[config.mk]
export PLATFORM = sky130hd
export DESIGN_NAME = sif_input_config
export DESIGN_NICKNAME = d
export VERILOG_FILES = /design/src/common/sif_pkg.sv /design/src/verilog/sif_glitch_filter.sv /design/src/verilog/sif_input_config.sv
export SDC_FILE = /design/constraint.sdc
export NUM_CORES = 1
export LEC_CHECK = 0
export BUFFER_PORTS_ARGS = -buffer_cell sky130_fd_sc_hd__buf_4
export CAP_MARGIN = 5
export CORE_MARGIN = 5
export CORE_UTILIZATION = 40
export CTS_BUF_LIST = sky130_fd_sc_hd__clkbuf_16
export DETAILED_ROUTE_END_ITERATION = 7
export SETUP_SLACK_MARGIN = 0.4
export SYNTH_ARGS = -nofsm -noshare
export SYNTH_HDL_FRONTEND = slang
export SYNTH_HIERARCHICAL = 1
export SYNTH_SLANG_ARGS = --single-unit
[constraint.sdc]
create_clock -name i_mclk -period 5.3 [get_ports i_mclk]
set_clock_uncertainty 0.2 [all_clocks]
set_input_delay 0.53 -clock i_mclk [delete_from_list [all_inputs] [get_ports i_mclk]]
set_output_delay 0.53 -clock i_mclk [all_outputs]
set_load 0.01 [all_outputs]
[src/common/sif_pkg.sv]
// register map, field layout, reset values and timing for one supervised input
// assumes a 40 MHz internal clock and a byte-wide register port
package sif_pkg;

  // clock rate
  localparam int unsigned SIF_CLK_MHZ = 40;

  // register offsets
  localparam logic [7:0] SIF_OFS_OV_THRESH = 8'h40;
  localparam logic [7:0] SIF_OFS_OV_HYST = 8'h41;
  localparam logic [7:0] SIF_OFS_UV_THRESH = 8'h42;
  localparam logic [7:0] SIF_OFS_UV_HYST = 8'h43;
  localparam logic [7:0] SIF_OFS_SUPPLY_CFG = 8'h44;
  localparam logic [7:0] SIF_OFS_FUNC_SEL = 8'h45;
  localparam logic [7:0] SIF_OFS_DIN_CFG = 8'h46;
  localparam logic [7:0] SIF_OFS_IRQ_STATUS = 8'h50;
  localparam logic [7:0] SIF_OFS_IRQ_MASK = 8'h51;
  localparam logic [7:0] SIF_OFS_LIVE_STATE = 8'h52;

  // writable bit masks, reserved bits read zero
  localparam logic [7:0] SIF_MASK_HYST = 8'h1f;
  localparam logic [7:0] SIF_MASK_SUPPLY_CFG = 8'h1f;
  localparam logic [7:0] SIF_MASK_FUNC_SEL = 8'h03;
  localparam logic [7:0] SIF_MASK_DIN_CFG = 8'h7f;
  localparam logic [7:0] SIF_MASK_IRQ = 8'h07;

  // reset values
  localparam logic [7:0] SIF_RST_REG = 8'h00;

  // field positions
  localparam int unsigned SIF_POS_INVERT = 6;
  localparam int unsigned SIF_POS_DET_TYPE = 5;
  localparam int unsigned SIF_POS_PULSE_LO = 3;
  localparam int unsigned SIF_POS_DIN_GF_LO = 0;
  localparam int unsigned SIF_POS_SUP_GF_LO = 2;
  localparam int unsigned SIF_POS_FAULT_TYPE_LO = 0;

  // interrupt status bits
  localparam int unsigned SIF_IRQ_SUPPLY_FAULT = 0;
  localparam int unsigned SIF_IRQ_SUPPLY_WARN = 1;
  localparam int unsigned SIF_IRQ_DIN_FAULT = 2;

  // function selector codes
  typedef enum logic [1:0] {
    SIF_FUNC_SUPPLY_ONLY = 2'h0,
    SIF_FUNC_DIN_ONLY = 2'h1,
    SIF_FUNC_DIN_AND_WARN = 2'h2,
    SIF_FUNC_NONE = 2'h3
  } sif_func_type;

  // fault type codes
  localparam logic [1:0] SIF_FT_OVER = 2'h0;
  localparam logic [1:0] SIF_FT_EITHER = 2'h1;
  localparam logic [1:0] SIF_FT_UNDER = 2'h2;

  // times in microseconds
  localparam int unsigned SIF_PULSE_SHORT_US = 100;
  localparam int unsigned SIF_PULSE_MID_US = 1000;
  localparam int unsigned SIF_PULSE_LONG_US = 10000;
  localparam int unsigned SIF_GF_US [8] = '{0, 5, 10, 20, 30, 50, 75, 100};

  // cycle counts
  localparam int unsigned SIF_FILT_W = 12;
  localparam int unsigned SIF_PULSE_W = 19;
  localparam logic [SIF_PULSE_W-1:0] SIF_PULSE_SHORT_CYC =
    SIF_PULSE_W'(SIF_PULSE_SHORT_US * SIF_CLK_MHZ);
  localparam logic [SIF_PULSE_W-1:0] SIF_PULSE_ZERO_CYC = 19'h00001;

  // glitch filter code to cycles
  function automatic logic [SIF_FILT_W-1:0] sif_gf_cycles(input logic [2:0] code);
    sif_gf_cycles = SIF_FILT_W'(SIF_GF_US[code] * SIF_CLK_MHZ);
  endfunction : sif_gf_cycles

endpackage : sif_pkg

[src/verilog/sif_glitch_filter.sv]
// glitch filter: output follows the input once it has held for the limit
// assumes input already synchronous to i_mclk
`timescale 1ns/1ps
module sif_glitch_filter #(
  parameter int unsigned CNT_W = sif_pkg::SIF_FILT_W
) (
  // clock and reset
  input wire logic i_mclk,
  input wire logic i_rst_n,
  // data
  input wire logic i_din,
  input wire logic [CNT_W-1:0] i_limit,
  output logic o_dout
);

  typedef struct packed {
    logic dout;
    logic [CNT_W-1:0] cnt;
    logic [CNT_W-1:0] lim;
  } sif_filt_state_type;

  sif_filt_state_type state_reg;
  sif_filt_state_type state_next;
  logic [CNT_W-1:0] eff_lim;

  always_comb begin
    state_next = state_reg;
    // limit is taken at the start of each interval, not mid-count
    eff_lim = (state_reg.cnt == '0) ? i_limit : state_reg.lim;
    if (i_din == state_reg.dout) begin
      state_next.cnt = '0;
    end else begin
      state_next.lim = eff_lim;
      if (state_reg.cnt >= eff_lim) begin
        state_next.dout = i_din;
        state_next.cnt = '0;
      end else begin
        state_next.cnt = state_reg.cnt + CNT_W'(1);
      end
    end
  end

  always_ff @(posedge i_mclk) begin
    if (!i_rst_n) begin
      state_reg <= '0;
    end else begin
      state_reg <= state_next;
    end
  end

  assign o_dout = state_reg.dout;

endmodule : sif_glitch_filter

[src/verilog/sif_input_config.sv]
// configuration registers and detection logic for one supervised input
// assumes raw comparator results and pin level arrive asynchronously
//
// Our own choice: the plain strobed port.
`timescale 1ns/1ps
//
// Notes on behaviour
// - selector code 0 gives a supply fault only, 1 a digital fault only, 2 a digital fault plus a supply warning.
// - selector code 3 turns both fault paths off while the pin level stays readable.
// - the inversion bit flips the input before filtering, detection and stretching.
// - the detection type bit picks level detection when clear and edge detection when set.
// - in edge mode each rising edge yields a fixed pulse of one cycle, 100, 1000 or 10000 microseconds.
// - the glitch filter ignores pulses shorter than 0 to 100 microseconds as coded.
module sif_input_config #(
  parameter int unsigned PULSE_MID_CYC = sif_pkg::SIF_PULSE_MID_US * sif_pkg::SIF_CLK_MHZ,
  parameter int unsigned PULSE_LONG_CYC = sif_pkg::SIF_PULSE_LONG_US * sif_pkg::SIF_CLK_MHZ
) (
  // clock and reset
  input wire logic i_mclk,
  input wire logic i_rst_n,
  // register port
  input wire logic [7:0] i_addr,
  input wire logic [7:0] i_wdata,
  input wire logic i_wr,
  input wire logic i_rd,
  output logic [7:0] o_rdata,
  // analog side
  input wire logic i_pin,
  input wire logic i_ov_cmp,
  input wire logic i_uv_cmp,
  output logic [7:0] o_ov_trip,
  output logic [7:0] o_uv_trip,
  // detector outputs
  output logic o_supply_fault,
  output logic o_supply_warn,
  output logic o_din_fault,
  output logic o_pin_level,
  output logic o_irq
);

  localparam int unsigned PW = sif_pkg::SIF_PULSE_W;
  localparam int unsigned FW = sif_pkg::SIF_FILT_W;

  typedef struct packed {
    logic [7:0] ov_thresh;
    logic [7:0] ov_hyst;
    logic [7:0] uv_thresh;
    logic [7:0] uv_hyst;
    logic [7:0] supply_cfg;
    logic [7:0] func_sel;
    logic [7:0] din_cfg;
    logic [7:0] irq_status;
    logic [7:0] irq_mask;
    logic [1:0] pin_sync;
    logic [1:0] ov_sync;
    logic [1:0] uv_sync;
    logic din_prev;
    logic pulse_on;
    logic [PW-1:0] pulse_cnt;
    logic [PW-1:0] pulse_lim;
    logic [7:0] rdata;
    logic [7:0] ov_trip;
    logic [7:0] uv_trip;
    logic supply_fault;
    logic supply_warn;
    logic din_fault;
    logic pin_level;
    logic irq;
  } sif_state_type;

  sif_state_type state_reg;
  sif_state_type state_next;

  logic supply_raw;
  logic supply_filt;
  logic din_raw;
  logic din_filt;

  // pulse length code to cycles
  function automatic logic [PW-1:0] pulse_cycles(input logic [1:0] code);
    case (code)
      2'h0: pulse_cycles = sif_pkg::SIF_PULSE_ZERO_CYC;
      2'h1: pulse_cycles = sif_pkg::SIF_PULSE_SHORT_CYC;
      2'h2: pulse_cycles = PW'(PULSE_MID_CYC);
      default: pulse_cycles = PW'(PULSE_LONG_CYC);
    endcase
  endfunction : pulse_cycles

  // supply condition from the synchronised comparators
  always_comb begin
    case (state_reg.supply_cfg[sif_pkg::SIF_POS_FAULT_TYPE_LO +: 2])
      sif_pkg::SIF_FT_OVER: supply_raw = state_reg.ov_sync[1];
      sif_pkg::SIF_FT_EITHER: supply_raw = state_reg.ov_sync[1] | state_reg.uv_sync[1];
      sif_pkg::SIF_FT_UNDER: supply_raw = state_reg.uv_sync[1];
      default: supply_raw = 1'b0;
    endcase
  end

  assign din_raw = state_reg.pin_sync[1] ^ state_reg.din_cfg[sif_pkg::SIF_POS_INVERT];

  sif_glitch_filter #(
    .CNT_W(FW)
  ) u_supply_filter (
    .i_mclk(i_mclk),
    .i_rst_n(i_rst_n),
    .i_din(supply_raw),
    .i_limit(sif_pkg::sif_gf_cycles(state_reg.supply_cfg[sif_pkg::SIF_POS_SUP_GF_LO +: 3])),
    .o_dout(supply_filt)
  );

  sif_glitch_filter #(
    .CNT_W(FW)
  ) u_din_filter (
    .i_mclk(i_mclk),
    .i_rst_n(i_rst_n),
    .i_din(din_raw),
    .i_limit(sif_pkg::sif_gf_cycles(state_reg.din_cfg[sif_pkg::SIF_POS_DIN_GF_LO +: 3])),
    .o_dout(din_filt)
  );

  always_comb begin
    logic [1:0] pulse_code;
    logic din_det;
    logic [7:0] ev;
    logic [8:0] uv_sum;
    sif_pkg::sif_func_type fsel;
    pulse_code = 2'h0;
    din_det = 1'b0;
    ev = 8'h00;
    uv_sum = 9'h000;
    fsel = sif_pkg::sif_func_type'(state_reg.func_sel[1:0]);
    state_next = state_reg;

    // two-stage synchronisers
    state_next.pin_sync = {state_reg.pin_sync[0], i_pin};
    state_next.ov_sync = {state_reg.ov_sync[0], i_ov_cmp};
    state_next.uv_sync = {state_reg.uv_sync[0], i_uv_cmp};

    // register writes
    if (i_wr) begin
      case (i_addr)
        sif_pkg::SIF_OFS_OV_THRESH: state_next.ov_thresh = i_wdata;
        sif_pkg::SIF_OFS_OV_HYST: state_next.ov_hyst = i_wdata & sif_pkg::SIF_MASK_HYST;
        sif_pkg::SIF_OFS_UV_THRESH: state_next.uv_thresh = i_wdata;
        sif_pkg::SIF_OFS_UV_HYST: state_next.uv_hyst = i_wdata & sif_pkg::SIF_MASK_HYST;
        sif_pkg::SIF_OFS_SUPPLY_CFG: begin
          state_next.supply_cfg = i_wdata & sif_pkg::SIF_MASK_SUPPLY_CFG;
        end
        sif_pkg::SIF_OFS_FUNC_SEL: state_next.func_sel = i_wdata & sif_pkg::SIF_MASK_FUNC_SEL;
        sif_pkg::SIF_OFS_DIN_CFG: state_next.din_cfg = i_wdata & sif_pkg::SIF_MASK_DIN_CFG;
        sif_pkg::SIF_OFS_IRQ_MASK: state_next.irq_mask = i_wdata & sif_pkg::SIF_MASK_IRQ;
        sif_pkg::SIF_OFS_IRQ_STATUS: begin
          state_next.irq_status = state_reg.irq_status & ~(i_wdata & sif_pkg::SIF_MASK_IRQ);
        end
        default: ;
      endcase
    end

    // edge mode: rising edge of the filtered, inverted input starts a pulse
    state_next.din_prev = din_filt;
    pulse_code = state_reg.din_cfg[sif_pkg::SIF_POS_PULSE_LO +: 2];
    if (state_reg.din_cfg[sif_pkg::SIF_POS_DET_TYPE] && din_filt && !state_reg.din_prev) begin
      // length latched here so a rewrite only affects the next pulse
      state_next.pulse_lim = pulse_cycles(pulse_code);
      state_next.pulse_cnt = PW'(1);
      state_next.pulse_on = 1'b1;
    end else if (state_reg.pulse_on) begin
      if (state_reg.pulse_cnt >= state_reg.pulse_lim) begin
        state_next.pulse_on = 1'b0;
      end else begin
        state_next.pulse_cnt = state_reg.pulse_cnt + PW'(1);
      end
    end
    if (!state_reg.din_cfg[sif_pkg::SIF_POS_DET_TYPE]) begin
      state_next.pulse_on = 1'b0;
    end

    din_det = state_reg.din_cfg[sif_pkg::SIF_POS_DET_TYPE] ? state_next.pulse_on : din_filt;

    // routing by function selector
    case (fsel)
      sif_pkg::SIF_FUNC_SUPPLY_ONLY: begin
        state_next.supply_fault = supply_filt;
        state_next.supply_warn = 1'b0;
        state_next.din_fault = 1'b0;
      end
      sif_pkg::SIF_FUNC_DIN_ONLY: begin
        state_next.supply_fault = 1'b0;
        state_next.supply_warn = 1'b0;
        state_next.din_fault = din_det;
      end
      sif_pkg::SIF_FUNC_DIN_AND_WARN: begin
        state_next.supply_fault = 1'b0;
        state_next.supply_warn = supply_filt;
        state_next.din_fault = din_det;
      end
      default: begin
        state_next.supply_fault = 1'b0;
        state_next.supply_warn = 1'b0;
        state_next.din_fault = 1'b0;
      end
    endcase
    // plain pin level stays visible in every mode
    state_next.pin_level = state_reg.pin_sync[1];

    // trip points with hysteresis, saturating at the range ends
    if (state_reg.ov_sync[1]) begin
      state_next.ov_trip = (state_reg.ov_thresh > state_reg.ov_hyst) ?
        state_reg.ov_thresh - state_reg.ov_hyst : 8'h00;
    end else begin
      state_next.ov_trip = state_reg.ov_thresh;
    end
    uv_sum = {1'b0, state_reg.uv_thresh} + {1'b0, state_reg.uv_hyst};
    if (state_reg.uv_sync[1]) begin
      state_next.uv_trip = uv_sum[8] ? 8'hff : uv_sum[7:0];
    end else begin
      state_next.uv_trip = state_reg.uv_thresh;
    end

    // sticky events; a set in the clearing cycle wins
    ev[sif_pkg::SIF_IRQ_SUPPLY_FAULT] = state_next.supply_fault & ~state_reg.supply_fault;
    ev[sif_pkg::SIF_IRQ_SUPPLY_WARN] = state_next.supply_warn & ~state_reg.supply_warn;
    ev[sif_pkg::SIF_IRQ_DIN_FAULT] = state_next.din_fault & ~state_reg.din_fault;
    state_next.irq_status = state_next.irq_status | ev;
    state_next.irq = |(state_next.irq_status & state_next.irq_mask);

    // read data valid in the cycle after the strobe only
    state_next.rdata = 8'h00;
    if (i_rd) begin
      case (i_addr)
        sif_pkg::SIF_OFS_OV_THRESH: state_next.rdata = state_reg.ov_thresh;
        sif_pkg::SIF_OFS_OV_HYST: state_next.rdata = state_reg.ov_hyst;
        sif_pkg::SIF_OFS_UV_THRESH: state_next.rdata = state_reg.uv_thresh;
        sif_pkg::SIF_OFS_UV_HYST: state_next.rdata = state_reg.uv_hyst;
        sif_pkg::SIF_OFS_SUPPLY_CFG: state_next.rdata = state_reg.supply_cfg;
        sif_pkg::SIF_OFS_FUNC_SEL: state_next.rdata = state_reg.func_sel;
        sif_pkg::SIF_OFS_DIN_CFG: state_next.rdata = state_reg.din_cfg;
        sif_pkg::SIF_OFS_IRQ_STATUS: state_next.rdata = state_reg.irq_status;
        sif_pkg::SIF_OFS_IRQ_MASK: state_next.rdata = state_reg.irq_mask;
        sif_pkg::SIF_OFS_LIVE_STATE: begin
          state_next.rdata = {3'h0, state_reg.pin_sync[1], state_reg.supply_fault,
                              state_reg.supply_warn, state_reg.din_fault, state_reg.pulse_on};
        end
        default: state_next.rdata = 8'h00;
      endcase
    end
  end

  always_ff @(posedge i_mclk) begin
    if (!i_rst_n) begin
      state_reg <= '0;
      state_reg.ov_thresh <= sif_pkg::SIF_RST_REG;
      state_reg.uv_thresh <= sif_pkg::SIF_RST_REG;
    end else begin
      state_reg <= state_next;
    end
  end

  assign o_rdata = state_reg.rdata;
  assign o_ov_trip = state_reg.ov_trip;
  assign o_uv_trip = state_reg.uv_trip;
  assign o_supply_fault = state_reg.supply_fault;
  assign o_supply_warn = state_reg.supply_warn;
  assign o_din_fault = state_reg.din_fault;
  assign o_pin_level = state_reg.pin_level;
  assign o_irq = state_reg.irq;

endmodule : sif_input_config

==> impl_metrics.env <==
export IMPL_status="finished, final reports clean"
export IMPL_ys_async_sr_fraction=0
export IMPL_crit_chain="inv_1 > ha_1 > inv_1 > o21ai_0 > ha_1 > ha_1 > fa_1 > a21o_1 > a21oi_1 > xnor2_1 > mux2i_1 > ha_1 > a21o_1 > a21oi_1 > o31a_2 > nand4_2 > nor2_4"
export IMPL_groute_usage_overall=0.1635
export IMPL_final_cell_mix="dfxtp_1, nand2_1, ha_1"
export IMPL_crit_arrival_ns=4.59
export IMPL_rsz0062_at_grt="false"
export IMPL_critPathCaptureType="flop"
export IMPL_path_max_fanout=12
export IMPL_fin_cells=1364
export IMPL_fill_cells=2260
export IMPL_multi_input_area_sq_um=5575
export IMPL_setup_slack_ns=0.8626
export IMPL_holdCritPathClass="in2reg"
export IMPL_dieArea_sq_um=26320
export IMPL_cpPeakStageDelay_ns=0.56
export IMPL_grt_pass1_vias=7054
export IMPL_max_freq_mhz=225.4
export IMPL_routedWlPerCell_microns=15.30
export IMPL_hold_violations=0
export IMPL_path_class="reg2reg"
export IMPL_boundaryPins=52
export IMPL_postRouteAntennaNets=0
export IMPL_drive_above_1_share=0.1251
export IMPL_ys_seq_area_frac=0.3456
export IMPL_path_clk_slew_ns=0.07
export IMPL_ff2ff_setup_slack_ns=0.86
export IMPL_relSlewSlack=0.4608
export IMPL_numCtsBuffers=17
export IMPL_gp_congestion=0.8291
export IMPL_setup_viol=0
export IMPL_grt_pass1_wl_microns=35500
export IMPL_synth_cells=1049
export IMPL_cp_required_ns=5.45
export IMPL_worst_path_most_repeated_cell="ha_1"
export IMPL_dieWidth_microns=162.2
export IMPL_cts_root_buffer="clkbuf_16"
export IMPL_insertion_delay_ns=0.42
export IMPL_final_period_utilization=0.8373
export IMPL_place_area_sq_um=9698
export IMPL_p_leak_nw=4.063
export IMPL_syn_to_final_growth_pct=10.79
export IMPL_ctsHoldBuffers=0
export IMPL_regArea_sq_um=3203
export IMPL_cp_slowest_cell="nand4_2"
export IMPL_dpl_hpwl_microns=15360
export IMPL_num_vias=7253
export IMPL_htree_levels=4
export IMPL_first_pass_iters=5
export IMPL_final_common_cell="dfxtp_1"
export IMPL_routed_via_density=5.317
export IMPL_clock_path_buffers=2
export IMPL_tightest_slew_ns=0.8062
export IMPL_whs_ns=0.1159
export IMPL_grt_max_degree=52
export IMPL_synth_warnings=6
export IMPL_start_util=0.4082
export IMPL_initialDrtViolationCount=428
export IMPL_synth_area_sq_um=9269
export IMPL_placed_cells=1332
export IMPL_largest_register_ffs=77
export IMPL_routed_wl_microns=20870
export IMPL_cap_violations=0
export IMPL_grt_overflow=0
export IMPL_vdd_drop_max_uv=172.7
export IMPL_clkSinkCount=160
export IMPL_nNetsFinal=1171
export IMPL_cts_tree="built"
export IMPL_cts_resized=0
export IMPL_die_h_microns=162.2
export IMPL_powerDensity_nw_per_um2=247.4
export IMPL_final_area_sq_um=10270
export IMPL_synth_edf_count=0
export IMPL_pre_cts_ws_ns=0.8536
export IMPL_io_buffers=51
export IMPL_grt_antenna_before_repair=0
export IMPL_synthFlopType="dfxtp_1"
export IMPL_synth_distinct_cells=75
export IMPL_worstSetupStartpointType="flop"
export IMPL_synth_area_per_cell_sq_um=8.836
export IMPL_setup_tns_ns=0
export IMPL_rows=55
export IMPL_post_cts_buffers=0
export IMPL_n_antenna_cell=0
export IMPL_slew_viol_final=0
export IMPL_drc=0
export IMPL_ys_seq_elements=160
export IMPL_min_period_ns=4.437
export IMPL_core_area_sq_um=22710
==> cell usage after synthesis (24+ instances only) <==
library cell,count,area (sq um)
a21boi_1,24,180.2
a21oi_1,68,340.3
buf_4,24,180.2
clkbuf_1,32,120.1
dfxtp_1,160,3203
ha_1,78,975.9
inv_1,41,153.9
mux2i_1,58,580.6
nand2_1,134,503.0
nand3_1,45,225.2
nor2_1,69,259.0
o21ai_0,38,190.2
==> report_power, final <==
group	internal, W	switching, W
combinational	0.0000462	0.0000776
clock	0.000690	0.000511
sequential	0.00121	0.00000605
total	0.00195	0.000594
==> worst paths after layout <==
path / from / endpoint / depth (start not counted)
hold reg to reg: state_next[74]$_SDFF_PN0_ / state_next[1]$_SDFF_PN0_ / 1
setup reg to reg: state_reg[109]$_SDFFE_PN0P_ / u_supply_filter/state_reg[20]$_SDFF_PP0_ / 17
setup / recovery: state_reg[109]$_SDFFE_PN0P_ / u_supply_filter/state_reg[20]$_SDFF_PP0_ / 17
hold / removal: i_ov_cmp / state_next[72]$_SDFF_PN0_ / 2
==> metal layers <==
metal | track usage | share of wire | up-vias
met2 | 0.2654 | 0.46 | 110
met1 | 0.2197 | 0.48 | 3425
met3 | 0.03578 | 0.034 | 25
met4 | 0.04575 | 0.018 | 0
met5 | 0 | 0 | -
li1 | - | - | 3693
==> final cells by class <==
| cell class | instances | share of cell area |
|---|---|---|
| tap | 285 | 0.03473 |
| clock inverter | 15 | 0.01413 |
| sequential | 160 | 0.3119 |
| timing repair buffer | 54 | 0.03948 |
| clock buffer | 17 | 0.04143 |
| multi-input combinational | 791 | 0.5430 |
| inverter | 42 | 0.01535 |
==> kinds of logic after synthesis <==
kind of cell,after synthesis,share of synthesized area
flip-flops,160,0.3456
multiplexers,65,0.07357
AND/OR/NAND/NOR,391,0.2272
adder cells (fa/ha/maj),82,0.1139
XOR/XNOR,40,0.03780
AO/OA/AOI/OAI,201,0.1436
buffers and inverters,109,0.05791
other,1,0.0004046
==> metrics by stage <==
stage                     total power, W    util
final                           0.002540  0.4522
after global routing            0.002637  0.4522
after CTS                       0.002571  0.4522
after detailed placement        0.001367  0.4271
after global placement          0.001367  0.4271
after floorplan                 0.001329       -
==> worst max-delay path, delay by kind of cell (launching register included) <==
kind	cells	cell delay, ns
AO/OA/AOI/OAI	6	0.96
adder cells (fa/ha/maj)	5	1.49
XOR/XNOR	1	0.16
flip-flops	1	0.45
AND/OR/NAND/NOR	2	0.82
multiplexers	1	0.11
buffers and inverters	2	0.18
No activity file was read; power rests on OpenSTA's default activity.
